[config.mk]
export PLATFORM = sky130hd
export DESIGN_NAME = dcv_cmd_exec
export DESIGN_NICKNAME = d
export VERILOG_FILES = /design/src/core/dcv_pkg.sv /design/src/core/dcv_cdb_decode.sv /design/src/core/dcv_cmd_exec.sv /design/src/core/dcv_skid_fifo.sv
export SDC_FILE = /design/constraint.sdc
export NUM_CORES = 1
export LEC_CHECK = 0
export BUFFER_PORTS_ARGS = -buffer_cell sky130_fd_sc_hd__buf_2
export CAP_MARGIN = 15
export CORE_UTILIZATION = 56
export CTS_CLUSTER_SIZE = 12
export DETAILED_ROUTE_END_ITERATION = 8
export PLACE_DENSITY = 0.81
export SLEW_MARGIN = 30
export SYNTH_ARGS = -nofsm -noshare
export SYNTH_HDL_FRONTEND = slang
export SYNTH_SLANG_ARGS = --single-unit
[constraint.sdc]
create_clock -name clock -period 4.3 [get_ports clock]
set_input_delay 0.86 -clock clock [delete_from_list [all_inputs] [get_ports clock]]
set_output_delay 0.86 -clock clock [all_outputs]
set_load 0.05 [all_outputs]
[src/core/dcv_pkg.sv]
// dcv_pkg: constants and carriers for the cache-sync / verify / write command executor.
// assumes descriptor byte 0 sits at index 0 of the packed descriptor array.
package dcv_pkg;
   // ----------------------------------------------------------------
   // opcodes and descriptor layout
   // ----------------------------------------------------------------
   localparam int         CDB_BYTES  = 10;
   localparam logic [7:0] OP_SYNC    = 8'h35;
   localparam logic [7:0] OP_VERIFY  = 8'h2F;
   localparam logic [7:0] OP_WRITE6  = 8'h0A;
   localparam logic [7:0] OP_WRITE10 = 8'h2A;
   localparam int         LUN_HI     = 7;
   localparam int         LUN_LO     = 5;
   localparam int         BIT_DPO    = 4;
   localparam int         BIT_FUA    = 3;
   localparam int         BIT_IMMED  = 1;
   localparam int         BIT_BYTCHK = 1;
   localparam int         BIT_RELADR = 0;
   localparam int         W6_LBA_HI  = 4;
   localparam logic [16:0] W6_ZERO_LEN = 17'h00100;
   // ----------------------------------------------------------------
   // status, sense keys and additional sense codes
   // ----------------------------------------------------------------
   localparam logic [7:0] STAT_GOOD      = 8'h00;
   localparam logic [7:0] STAT_CHECK     = 8'h02;
   localparam logic [3:0] SK_NONE        = 4'h0;
   localparam logic [3:0] SK_MEDIUM      = 4'h3;
   localparam logic [3:0] SK_ILLEGAL     = 4'h5;
   localparam logic [3:0] SK_MISCOMPARE  = 4'hE;
   localparam logic [7:0] ASC_NONE       = 8'h00;
   localparam logic [7:0] ASC_BAD_OPCODE = 8'h20;
   localparam logic [7:0] ASC_LBA_RANGE  = 8'h21;
   localparam logic [7:0] ASC_BAD_FIELD  = 8'h24;
   // ----------------------------------------------------------------
   // carriers
   // ----------------------------------------------------------------
   typedef logic [CDB_BYTES-1:0][7:0] dcv_cdb_t;
   typedef enum logic [1:0] {K_NONE, K_SYNC, K_VERIFY, K_WRITE} dcv_kind_t;
   typedef struct packed {
      dcv_kind_t   kind;
      logic [2:0]  lun;
      logic        dpo;
      logic        fua;
      logic        bytchk;
      logic        reladr;
      logic        immed;
      logic [31:0] lba;
      logic [16:0] len;
      logic        len_zero;
   } dcv_cmd_t;
   typedef struct packed {
      logic [7:0] status;
      logic [3:0] sense_key;
      logic [7:0] asc;
   } dcv_stat_t;
endpackage

[src/core/dcv_cdb_decode.sv]
// dcv_cdb_decode: combinational split of a descriptor into a decoded command.
// assumes the descriptor is held stable by its source while it is looked at.
`timescale 1ns/1ps
module dcv_cdb_decode (
   // descriptor in
   input  dcv_pkg::dcv_cdb_t cdb,
   // decoded command out
   output dcv_pkg::dcv_cmd_t cmd
);
   always_comb begin
      cmd          = '0;
      cmd.lun      = cdb[1][dcv_pkg::LUN_HI:dcv_pkg::LUN_LO];
      cmd.dpo      = cdb[1][dcv_pkg::BIT_DPO];
      cmd.fua      = cdb[1][dcv_pkg::BIT_FUA];
      cmd.reladr   = cdb[1][dcv_pkg::BIT_RELADR];
      cmd.lba      = {cdb[2], cdb[3], cdb[4], cdb[5]};
      cmd.len      = {1'b0, cdb[7], cdb[8]};
      unique case (cdb[0])
         dcv_pkg::OP_SYNC: begin
            cmd.kind  = dcv_pkg::K_SYNC;
            cmd.immed = cdb[1][dcv_pkg::BIT_IMMED];
            cmd.dpo   = 1'b0;
            cmd.fua   = 1'b0;
         end
         dcv_pkg::OP_VERIFY: begin
            cmd.kind   = dcv_pkg::K_VERIFY;
            cmd.bytchk = cdb[1][dcv_pkg::BIT_BYTCHK];
            cmd.fua    = 1'b0;
         end
         dcv_pkg::OP_WRITE6: begin
            // no cache-control bits: the unit's own defaults apply
            cmd.kind   = dcv_pkg::K_WRITE;
            cmd.dpo    = 1'b0;
            cmd.fua    = 1'b0;
            cmd.reladr = 1'b0;
            cmd.lba    = {11'h000, cdb[1][dcv_pkg::W6_LBA_HI:0], cdb[2], cdb[3]};
            cmd.len    = (cdb[4] == 8'h00) ? dcv_pkg::W6_ZERO_LEN : {9'h000, cdb[4]};
         end
         dcv_pkg::OP_WRITE10: begin
            cmd.kind = dcv_pkg::K_WRITE;
         end
         default: cmd.kind = dcv_pkg::K_NONE;
      endcase
      cmd.len_zero = (cmd.len == 17'h00000);
   end
endmodule

[src/core/dcv_cmd_exec.sv]
// dcv_cmd_exec: executes cache sync, verify and both write commands for one unit.
// assumes same-cycle cache lookup answers and byte streams toward the medium.
`timescale 1ns/1ps
module dcv_cmd_exec #(
   parameter int       BLOCK_BYTES     = 512,
   parameter int       BUF_DEPTH       = 2,
   parameter bit       IMMED_SUPPORTED = 1'b1
) (
   // clock and reset
   input  wire logic              clock,
   input  wire logic              reset,
   // unit configuration
   input  wire logic [31:0]       last_lba,
   input  wire logic              stop_req,
   output logic                   stop_ack,
   output logic                   busy,
   // descriptor in
   input  wire logic              cdb_valid,
   input  dcv_pkg::dcv_cdb_t      cdb,
   output logic                   cdb_ready,
   // status out
   output logic                   status_valid,
   output dcv_pkg::dcv_stat_t     status,
   // data-out bytes from the initiator
   input  wire logic              din_valid,
   input  wire logic [7:0]        din_data,
   output logic                   din_ready,
   // cache lookup and write-back
   output logic [31:0]            cache_lba,
   input  wire logic              cache_hit,
   input  wire logic              cache_dirty,
   output logic                   wb_valid,
   output logic [31:0]            wb_lba,
   input  wire logic              wb_ready,
   // medium write stream
   output logic                   med_wr_valid,
   output logic [31:0]            med_wr_lba,
   output logic [7:0]             med_wr_data,
   output logic                   med_wr_dpo,
   output logic                   med_wr_fua,
   input  wire logic              med_wr_ready,
   // medium read stream for verify
   output logic                   med_rd_active,
   output logic [31:0]            med_rd_lba,
   output logic [2:0]             cur_lun,
   input  wire logic              med_rd_valid,
   input  wire logic [7:0]        med_rd_data,
   input  wire logic              med_rd_error,
   output logic                   med_rd_ready
);
   if (BLOCK_BYTES < 2) begin : g_bad_block
      $error("dcv_cmd_exec: BLOCK_BYTES must be >= 2");
   end

   localparam int BW = $clog2(BLOCK_BYTES);
   localparam logic [BW-1:0] LAST_BYTE = BW'(BLOCK_BYTES - 1);
   localparam logic [32:0]   CNT_ONE   = 33'h000000001;

   // ----------------------------------------------------------------
   // state
   // ----------------------------------------------------------------
   typedef enum logic [2:0] {S_IDLE, S_DEC, S_LOOK, S_WB, S_WR, S_VER, S_DONE} dcv_state_t;

   dcv_state_t         state_ff, nxt_state;
   dcv_pkg::dcv_cmd_t  cmd_ff, nxt_cmd, dec;
   dcv_pkg::dcv_stat_t stat_ff, nxt_stat;
   logic [31:0]        cur_lba_ff, nxt_cur_lba;
   logic [32:0]        left_ff, nxt_left;
   logic [BW-1:0]      byte_ff, nxt_byte;
   logic               stat_v_ff, nxt_stat_v;
   logic               sent_ff, nxt_sent;
   logic               miscmp_ff, nxt_miscmp;
   logic               mederr_ff, nxt_mederr;
   logic               stop_pend_ff, nxt_stop_pend;
   logic               for_stop_ff, nxt_for_stop;
   logic               stop_ack_ff, nxt_stop_ack;

   logic               buf_valid, buf_ready;
   logic [7:0]         buf_data;
   logic               byte_step, block_end;

   dcv_cdb_decode u_dec (
      .cdb (cdb),
      .cmd (dec)
   );

   dcv_skid_fifo #(
      .WIDTH (8),
      .DEPTH (BUF_DEPTH)
   ) u_buf (
      .clock     (clock),
      .reset     (reset),
      .in_valid  (din_valid),
      .in_data   (din_data),
      .in_ready  (din_ready),
      .out_valid (buf_valid),
      .out_data  (buf_data),
      .out_ready (buf_ready)
   );

   function automatic dcv_pkg::dcv_stat_t check_stat(input logic [3:0] key, input logic [7:0] asc);
      dcv_pkg::dcv_stat_t s;
      s.status    = dcv_pkg::STAT_CHECK;
      s.sense_key = key;
      s.asc       = asc;
      return s;
   endfunction

   localparam dcv_pkg::dcv_stat_t GOOD = '{dcv_pkg::STAT_GOOD, dcv_pkg::SK_NONE, dcv_pkg::ASC_NONE};

   // ----------------------------------------------------------------
   // handshakes toward cache, medium and buffer
   // ----------------------------------------------------------------
   assign cdb_ready     = (state_ff == S_IDLE) && !stop_req && !stop_pend_ff;
   assign busy          = (state_ff != S_IDLE);
   assign cache_lba     = cur_lba_ff;
   assign wb_valid      = (state_ff == S_WB);
   assign wb_lba        = cur_lba_ff;
   assign med_wr_valid  = (state_ff == S_WR) && buf_valid;
   assign med_wr_lba    = cur_lba_ff;
   assign med_wr_data   = buf_data;
   assign med_wr_dpo    = cmd_ff.dpo;
   assign med_wr_fua    = cmd_ff.fua;
   assign med_rd_active = (state_ff == S_VER);
   assign med_rd_lba    = cur_lba_ff;
   assign cur_lun       = cmd_ff.lun;
   // with bytchk the medium byte waits for the initiator's byte
   assign med_rd_ready  = (state_ff == S_VER) && (!cmd_ff.bytchk || buf_valid);
   assign buf_ready     = ((state_ff == S_WR) && med_wr_ready)
                        || ((state_ff == S_VER) && cmd_ff.bytchk && med_rd_valid);
   assign byte_step     = ((state_ff == S_WR) && buf_valid && med_wr_ready)
                        || ((state_ff == S_VER) && med_rd_valid && med_rd_ready);
   assign block_end     = byte_step && (byte_ff == LAST_BYTE);
   assign status_valid  = stat_v_ff;
   assign status        = stat_ff;
   assign stop_ack      = stop_ack_ff;

   // ----------------------------------------------------------------
   // next-state logic
   // ----------------------------------------------------------------
   always_comb begin
      nxt_state     = state_ff;
      nxt_cmd       = cmd_ff;
      nxt_stat      = stat_ff;
      nxt_stat_v    = 1'b0;
      nxt_cur_lba   = cur_lba_ff;
      nxt_left      = left_ff;
      nxt_byte      = byte_ff;
      nxt_sent      = sent_ff;
      nxt_miscmp    = miscmp_ff;
      nxt_mederr    = mederr_ff;
      nxt_stop_pend = stop_pend_ff || stop_req;
      nxt_for_stop  = for_stop_ff;
      nxt_stop_ack  = 1'b0;
      unique case (state_ff)
         S_IDLE: begin
            if (stop_req || stop_pend_ff) begin
               // whole-medium flush before the unit may stop
               nxt_stop_pend = 1'b0;
               nxt_for_stop  = 1'b1;
               nxt_sent      = 1'b1;
               // no earlier verify result may leak into the flush outcome
               nxt_miscmp    = 1'b0;
               nxt_mederr    = 1'b0;
               nxt_cur_lba   = '0;
               nxt_left      = {1'b0, last_lba} + CNT_ONE;
               nxt_state     = S_LOOK;
            end else if (cdb_valid) begin
               nxt_cmd      = dec;
               nxt_for_stop = 1'b0;
               nxt_sent     = 1'b0;
               nxt_miscmp   = 1'b0;
               nxt_mederr   = 1'b0;
               nxt_byte     = '0;
               nxt_state    = S_DEC;
            end
         end
         S_DEC: begin
            nxt_cur_lba = cmd_ff.lba;
            nxt_left    = {16'h0000, cmd_ff.len};
            nxt_state   = S_IDLE;
            nxt_stat_v  = 1'b1;
            nxt_stat    = GOOD;
            if (cmd_ff.kind == dcv_pkg::K_NONE) begin
               nxt_stat = check_stat(dcv_pkg::SK_ILLEGAL, dcv_pkg::ASC_BAD_OPCODE);
            end else if (cmd_ff.reladr) begin
               nxt_stat = check_stat(dcv_pkg::SK_ILLEGAL, dcv_pkg::ASC_BAD_FIELD);
            end else if (cmd_ff.kind == dcv_pkg::K_SYNC) begin
               if (cmd_ff.immed && !IMMED_SUPPORTED) begin
                  nxt_stat = check_stat(dcv_pkg::SK_ILLEGAL, dcv_pkg::ASC_BAD_FIELD);
               end else if (cmd_ff.lba > last_lba) begin
                  nxt_stat = check_stat(dcv_pkg::SK_ILLEGAL, dcv_pkg::ASC_LBA_RANGE);
               end else begin
                  if (cmd_ff.len_zero) begin
                     nxt_left = {1'b0, last_lba} - {1'b0, cmd_ff.lba} + CNT_ONE;
                  end
                  // early status only when immed is set
                  nxt_stat_v = cmd_ff.immed;
                  nxt_sent   = cmd_ff.immed;
                  nxt_state  = S_LOOK;
               end
            end else if (cmd_ff.len_zero) begin
               // zero-length verify or write ends here with good status
               nxt_stat_v = 1'b1;
            end else begin
               nxt_stat_v = 1'b0;
               nxt_state  = (cmd_ff.kind == dcv_pkg::K_WRITE) ? S_WR : S_VER;
            end
         end
         S_LOOK: begin
            if (left_ff == '0) begin
               nxt_state = S_DONE;
            end else if (cache_hit && cache_dirty) begin
               nxt_state = S_WB;
            end else begin
               // absent or clean blocks pass without any report
               nxt_cur_lba = cur_lba_ff + 32'h00000001;
               nxt_left    = left_ff - CNT_ONE;
            end
         end
         S_WB: begin
            // no invalidate is issued: the block stays cached
            if (wb_ready) begin
               nxt_cur_lba = cur_lba_ff + 32'h00000001;
               nxt_left    = left_ff - CNT_ONE;
               nxt_state   = S_LOOK;
            end
         end
         S_WR, S_VER: begin
            if (state_ff == S_VER && med_rd_valid && med_rd_ready) begin
               if (cmd_ff.bytchk && (buf_data != med_rd_data)) begin
                  nxt_miscmp = 1'b1;
               end
               // the medium applies the current error criteria
               if (med_rd_error) begin
                  nxt_mederr = 1'b1;
               end
            end
            if (byte_step) begin
               nxt_byte = byte_ff + 1'b1;
            end
            if (block_end) begin
               // one block per BLOCK_BYTES bytes; the initiator sends them for writes and bytchk verifies only
               nxt_byte    = '0;
               nxt_cur_lba = cur_lba_ff + 32'h00000001;
               nxt_left    = left_ff - CNT_ONE;
               if (left_ff == CNT_ONE) begin
                  nxt_state = S_DONE;
               end
            end
         end
         S_DONE: begin
            nxt_state    = S_IDLE;
            nxt_stop_ack = for_stop_ff;
            nxt_stat_v   = !sent_ff;
            nxt_sent     = 1'b1;
            if (miscmp_ff) begin
               nxt_stat = check_stat(dcv_pkg::SK_MISCOMPARE, dcv_pkg::ASC_NONE);
            end else if (mederr_ff) begin
               nxt_stat = check_stat(dcv_pkg::SK_MEDIUM, dcv_pkg::ASC_NONE);
            end else if (!sent_ff) begin
               nxt_stat = GOOD;
            end
         end
      endcase
   end

   // ----------------------------------------------------------------
   // registers
   // ----------------------------------------------------------------
   always_ff @(posedge clock) begin
      if (reset) begin
         state_ff     <= S_IDLE;
         cmd_ff       <= '0;
         stat_ff      <= '0;
         stat_v_ff    <= 1'b0;
         cur_lba_ff   <= '0;
         left_ff      <= '0;
         byte_ff      <= '0;
         sent_ff      <= 1'b0;
         miscmp_ff    <= 1'b0;
         mederr_ff    <= 1'b0;
         stop_pend_ff <= 1'b0;
         for_stop_ff  <= 1'b0;
         stop_ack_ff  <= 1'b0;
      end else begin
         state_ff     <= nxt_state;
         cmd_ff       <= nxt_cmd;
         stat_ff      <= nxt_stat;
         stat_v_ff    <= nxt_stat_v;
         cur_lba_ff   <= nxt_cur_lba;
         left_ff      <= nxt_left;
         byte_ff      <= nxt_byte;
         sent_ff      <= nxt_sent;
         miscmp_ff    <= nxt_miscmp;
         mederr_ff    <= nxt_mederr;
         stop_pend_ff <= nxt_stop_pend;
         for_stop_ff  <= nxt_for_stop;
         stop_ack_ff  <= nxt_stop_ack;
      end
   end

   // ----------------------------------------------------------------
   // checks
   // ----------------------------------------------------------------
   chk_immed_reject: assert property (@(posedge clock) disable iff (reset)
      (state_ff == S_DEC && cmd_ff.kind == dcv_pkg::K_SYNC && !cmd_ff.reladr && cmd_ff.immed
       && !IMMED_SUPPORTED)
      |=> status_valid && status.sense_key == dcv_pkg::SK_ILLEGAL && status.asc == dcv_pkg::ASC_BAD_FIELD)
      else $error("unsupported immed not rejected");

   chk_immed_early: assert property (@(posedge clock) disable iff (reset)
      (cdb_valid && cdb_ready && dec.kind == dcv_pkg::K_SYNC && dec.immed && !dec.reladr
       && IMMED_SUPPORTED && dec.lba <= last_lba)
      |-> ##2 status_valid && status.status == dcv_pkg::STAT_GOOD && state_ff == S_LOOK)
      else $error("immed sync status not early");

   chk_sync_wb: assert property (@(posedge clock) disable iff (reset)
      (state_ff == S_LOOK && left_ff != '0 && cache_hit && cache_dirty)
      |=> wb_valid && wb_lba == $past(cur_lba_ff))
      else $error("dirty block not written back");

   chk_sync_skip: assert property (@(posedge clock) disable iff (reset)
      (state_ff == S_LOOK && left_ff != '0 && !(cache_hit && cache_dirty))
      |=> !wb_valid && cur_lba_ff == $past(cur_lba_ff) + 32'h00000001 && !status_valid)
      else $error("clean block not skipped");

   chk_miscmp_key: assert property (@(posedge clock) disable iff (reset)
      (state_ff == S_DONE && miscmp_ff)
      |=> status_valid && status.status == dcv_pkg::STAT_CHECK && status.sense_key == dcv_pkg::SK_MISCOMPARE)
      else $error("miscompare not reported");

   chk_w10_zero: assert property (@(posedge clock) disable iff (reset)
      (cdb_valid && cdb_ready && cdb[0] == dcv_pkg::OP_WRITE10 && dec.len_zero && !dec.reladr)
      |-> ##2 status_valid && status.status == dcv_pkg::STAT_GOOD && state_ff == S_IDLE)
      else $error("zero-length write not good");

   chk_ver_zero: assert property (@(posedge clock) disable iff (reset)
      (cdb_valid && cdb_ready && dec.kind == dcv_pkg::K_VERIFY && dec.len_zero && !dec.reladr)
      |-> ##1 !med_rd_active ##1 status_valid && status.status == dcv_pkg::STAT_GOOD)
      else $error("zero-length verify not good");

   chk_w6_len: assert property (@(posedge clock) disable iff (reset)
      (cdb_valid && cdb_ready && cdb[0] == dcv_pkg::OP_WRITE6 && cdb[4] == 8'h00)
      |-> ##2 state_ff == S_WR && left_ff == 33'h000000100)
      else $error("write6 zero length not 256");

   chk_stop_sync: assert property (@(posedge clock) disable iff (reset)
      (state_ff == S_IDLE && stop_req)
      |=> state_ff == S_LOOK && cur_lba_ff == '0 && left_ff == {1'b0, $past(last_lba)} + CNT_ONE)
      else $error("stop did not start full flush");
endmodule

[src/core/dcv_skid_fifo.sv]
// dcv_skid_fifo: small flip-flop FIFO with valid/ready on both sides.
// assumes one clock; output data comes straight from the storage flops.
`timescale 1ns/1ps
module dcv_skid_fifo #(
   parameter int WIDTH = 8,
   parameter int DEPTH = 2
) (
   // clock and reset
   input  wire logic             clock,
   input  wire logic             reset,
   // filling side
   input  wire logic             in_valid,
   input  wire logic [WIDTH-1:0] in_data,
   output logic                  in_ready,
   // draining side
   output logic                  out_valid,
   output logic [WIDTH-1:0]      out_data,
   input  wire logic             out_ready
);
   localparam int IW = (DEPTH > 1) ? $clog2(DEPTH) : 1;
   localparam logic [IW-1:0] LAST_IDX = IW'(DEPTH - 1);
   localparam logic [IW:0]   FULL_CNT = (IW+1)'(DEPTH);

   if (DEPTH < 2 || WIDTH < 1) begin : g_bad_size
      $error("dcv_skid_fifo: DEPTH must be >= 2, WIDTH >= 1");
   end

   logic [WIDTH-1:0] mem_ff [DEPTH];
   logic [WIDTH-1:0] nxt_mem [DEPTH];
   logic [IW-1:0]    wr_idx_ff, rd_idx_ff, nxt_wr_idx, nxt_rd_idx;
   logic [IW:0]      cnt_ff, nxt_cnt;
   logic             push, pop;

   assign in_ready  = (cnt_ff != FULL_CNT);
   assign out_valid = (cnt_ff != '0);
   assign out_data  = mem_ff[rd_idx_ff];
   assign push      = in_valid && in_ready;
   assign pop       = out_valid && out_ready;

   always_comb begin
      nxt_wr_idx = push ? ((wr_idx_ff == LAST_IDX) ? '0 : wr_idx_ff + 1'b1) : wr_idx_ff;
      nxt_rd_idx = pop ? ((rd_idx_ff == LAST_IDX) ? '0 : rd_idx_ff + 1'b1) : rd_idx_ff;
      nxt_cnt    = cnt_ff + {{IW{1'b0}}, push} - {{IW{1'b0}}, pop};
   end

   genvar gi;
   generate
      for (gi = 0; gi < DEPTH; gi++) begin : g_entry
         always_comb begin
            nxt_mem[gi] = (push && wr_idx_ff == IW'(gi)) ? in_data : mem_ff[gi];
         end
         always_ff @(posedge clock) begin
            mem_ff[gi] <= reset ? '0 : nxt_mem[gi];
         end
      end
   endgenerate

   always_ff @(posedge clock) begin
      if (reset) begin
         wr_idx_ff <= '0;
         rd_idx_ff <= '0;
         cnt_ff    <= '0;
      end else begin
         wr_idx_ff <= nxt_wr_idx;
         rd_idx_ff <= nxt_rd_idx;
         cnt_ff    <= nxt_cnt;
      end
   end
endmodule

==> out/summary.txt <==
run status: completed
Seq/Total Area, Yosys: 0.268
top post-synthesis cells by area: dfxtp_1, ha_1, buf_4
fin crit period: 3.83 ns
level count of the clock H-tree: 4
yosys warns: 0
CTS Buf Count: 17
clock root buffer: clkbuf_16
Routed Antenna Nets: 0
Max-Cap Viols: 0
post-cts sizing count: 0
Post-synth top cells: nor2_1, dfxtp_1, nand2_1
setup_tns: 0 ns
clk sinks: 172
io pins: 309
routed vias/inst: 6.19
Crit path arrival time: 4.16 ns
routability-driven placement congestion ratio: 0.949
DR WL/cell: 19.8 um
CP peak stage delay: 0.49 ns
initial drt markers: 1285
CP required: 4.63 ns
clk_lat worst skew: 0.45 ns
top_reg_cell synth: dfxtp_1
CP Capture Type: flip-flop
Routed WL: 43.5 mm
Hold Path Class: reg -> reg
biggest area consumer among synthesized cells: dfxtp_1
Area growth, synth to finish: 12.3%
vias in the first global route: 12200
hpwl dp: 33.1 mm
final slew viol count: 0
Die Y: 157 um
Slew headroom: 0.337
count leader, synth: nor2_1
total power: 8.74 mW
IO Port Bufs: 280
largest net degree at the start of global routing: 68
initial antenna violation count: 1
Clock Skew: 0.0136 ns
Async S/R FF share, synth: 0
startpoint types: input port
Critical Path Fanout Max: 4
Synth top area share: 0.233
leakage power: 6.54 nW
Die X: 157 um
clock tree from TritonCTS: yes
GR Overflow Total: 0
syn_area_per_cell: 7.87 sq um
Worst Slack Setup Final: 0.474 ns
Post-Route Utilization: 0.642
Post-CTS Setup Inserts: 0
Power Density: 580 nW/um^2
final hold violations: 0
All-Layer GR Usage: 0.349
router iterations before antenna repair: 8
Max VDD drop: 399 uV
maximum root-to-sink buffer count: 2
row count: 56
CP max-delay cell: a2111oi_0
Vias: 13600
core area: 23500 sq um
Hold Buf Count CTS: 0
Distinct cells, synth: 83
Peak Freq: 0.261 GHz
Yosys reg bits: 172
layout net count: 2103
layout cells sized above 1: 0.217
gate count of the mapped netlist: 1707
Worst Setup Path Type: in -> reg
CP top delay family: compound AO/OA/AOI/OAI gates
endpoints failing setup: 0
post-place setup slack: 0.104 ns
CP Buf/Inv Count: 3
number of enable flip-flop cells after synthesis: 16
initial core utilization: 0.572
Reg clk slew, reported paths: 0.08 ns
Worst Tran Pin Value: 0.980 ns
drt drc: 0
die area: 24600 sq um
Syn Std Cell Area: 13400 sq um
crit path cell chain: buf_2 > inv_1 > ha_1 > ha_1 > nand2_1 > a2111oi_0 > buf_4 > o21ba_2 > a31oi_1 > o31ai_1 > a21oi_1 > xnor2_1 > a21oi_1 > o41ai_1
first-pass GRT wire length: 66.3 mm
RSZ-0062 raised after global routing: no
period utilization: 0.890
==> metrics by stage <==
stage          instance area [sq um]  hold slack (ns)  instances
4_1_cts                        15100            0.460       2195
2_1_floorplan                  13500            0.437       1718
5_1_grt                        15100            0.475       2195
3_5_place_dp                   14500            0.448       2163
6_report                       15100            0.458       2196
3_3_place_gp                   14500            0.438       2163
==> tightest hold or removal path: cells and delay by family, from the launching register on <==
kind,cells,cell delay [ns]
and+or+nand+nor,1,0.05
DFF,1,0.31
AOI/OAI and AO/OA,1,0.05
==> where the power goes <==
part | leakage, nW | internal [mW] | switching, mW
clock | 0.299 | 0.795 | 0.794
combinational | 4.80 | 1.57 | 3.21
sequential | 1.44 | 1.94 | 0.431
==> cell families (layout without fill, tap and decap cells) <==
group / Yosys count / in the layout / share of synthesized area
and+or+nand+nor: 579 / 579 / 0.208
AOI/OAI and AO/OA: 420 / 420 / 0.209
buffers and inverters: 280 / 438 / 0.112
DFF: 172 / 172 / 0.268
adders and majority gates: 102 / 102 / 0.0954
xor gates and xnor gates: 98 / 98 / 0.0639
muxes: 55 / 55 / 0.0433
other: 1 / 13 / 0.000279
==> cell usage in the layout, fill, tap and decap left out, types with 17 or more instances in the layout <==
cell	instances
o21ai_0	64
nor3_1	53
buf_2	279
inv_1	85
clkbuf_16	17
a21o_1	20
nor2b_1	20
nand3_1	45
mux2_2	25
mux2i_1	30
and3_1	20
nor2_1	199
nand2_1	126
nand4_1	22
buf_4	39
ha_1	100
xnor2_1	59
xor2_1	37
a31oi_1	17
nor4_1	28
a22oi_1	31
a21oi_1	119
a211oi_1	54
dfxtp_1	156
==> state kept, by name (all words and copies together) (netlist names), 2 cells and up, named ones only <==
register / cells
cmd_ff: 54
left_ff: 33
cache_lba: 32
u_buf.mem_ff: 16
byte_ff: 9
status: 8
cur_lun: 3
state_ff: 3
u_buf.cnt_ff: 2
==> routing by layer <==
layer,share of wire,vias up,GRT usage
met5,0,-,0
met4,0.046,0,0.164
met3,0.099,120,0.0501
met2,0.45,785,0.553
met1,0.40,6344,0.466
li1,-,6335,-
==> cell type report <==
type,instances,area [sq um]
Clock buffer,17,425
Inverter,85,319
Tap cell,319,399
Multi-Input combinational cell,1266,8390
Sequential cell,172,3600
Timing Repair Buffer,321,1750
Antenna cell,1,2.50
Clock inverter,15,186
Fill cell,2020,8400
==> final timing paths <==
check	slack, ns	startpoint	to	depth (start not counted)
setup / recovery	0.47	last_lba[6]	left_ff[20]	14
hold / removal	0.46	cur_lun[0]	cur_lun[0]	2
setup reg to reg	0.62	cmd_ff[25]	left_ff[20]	12
hold reg to reg	0.46	cur_lun[0]	cur_lun[0]	2
Note: power is estimated with default switching activity, not from simulation.
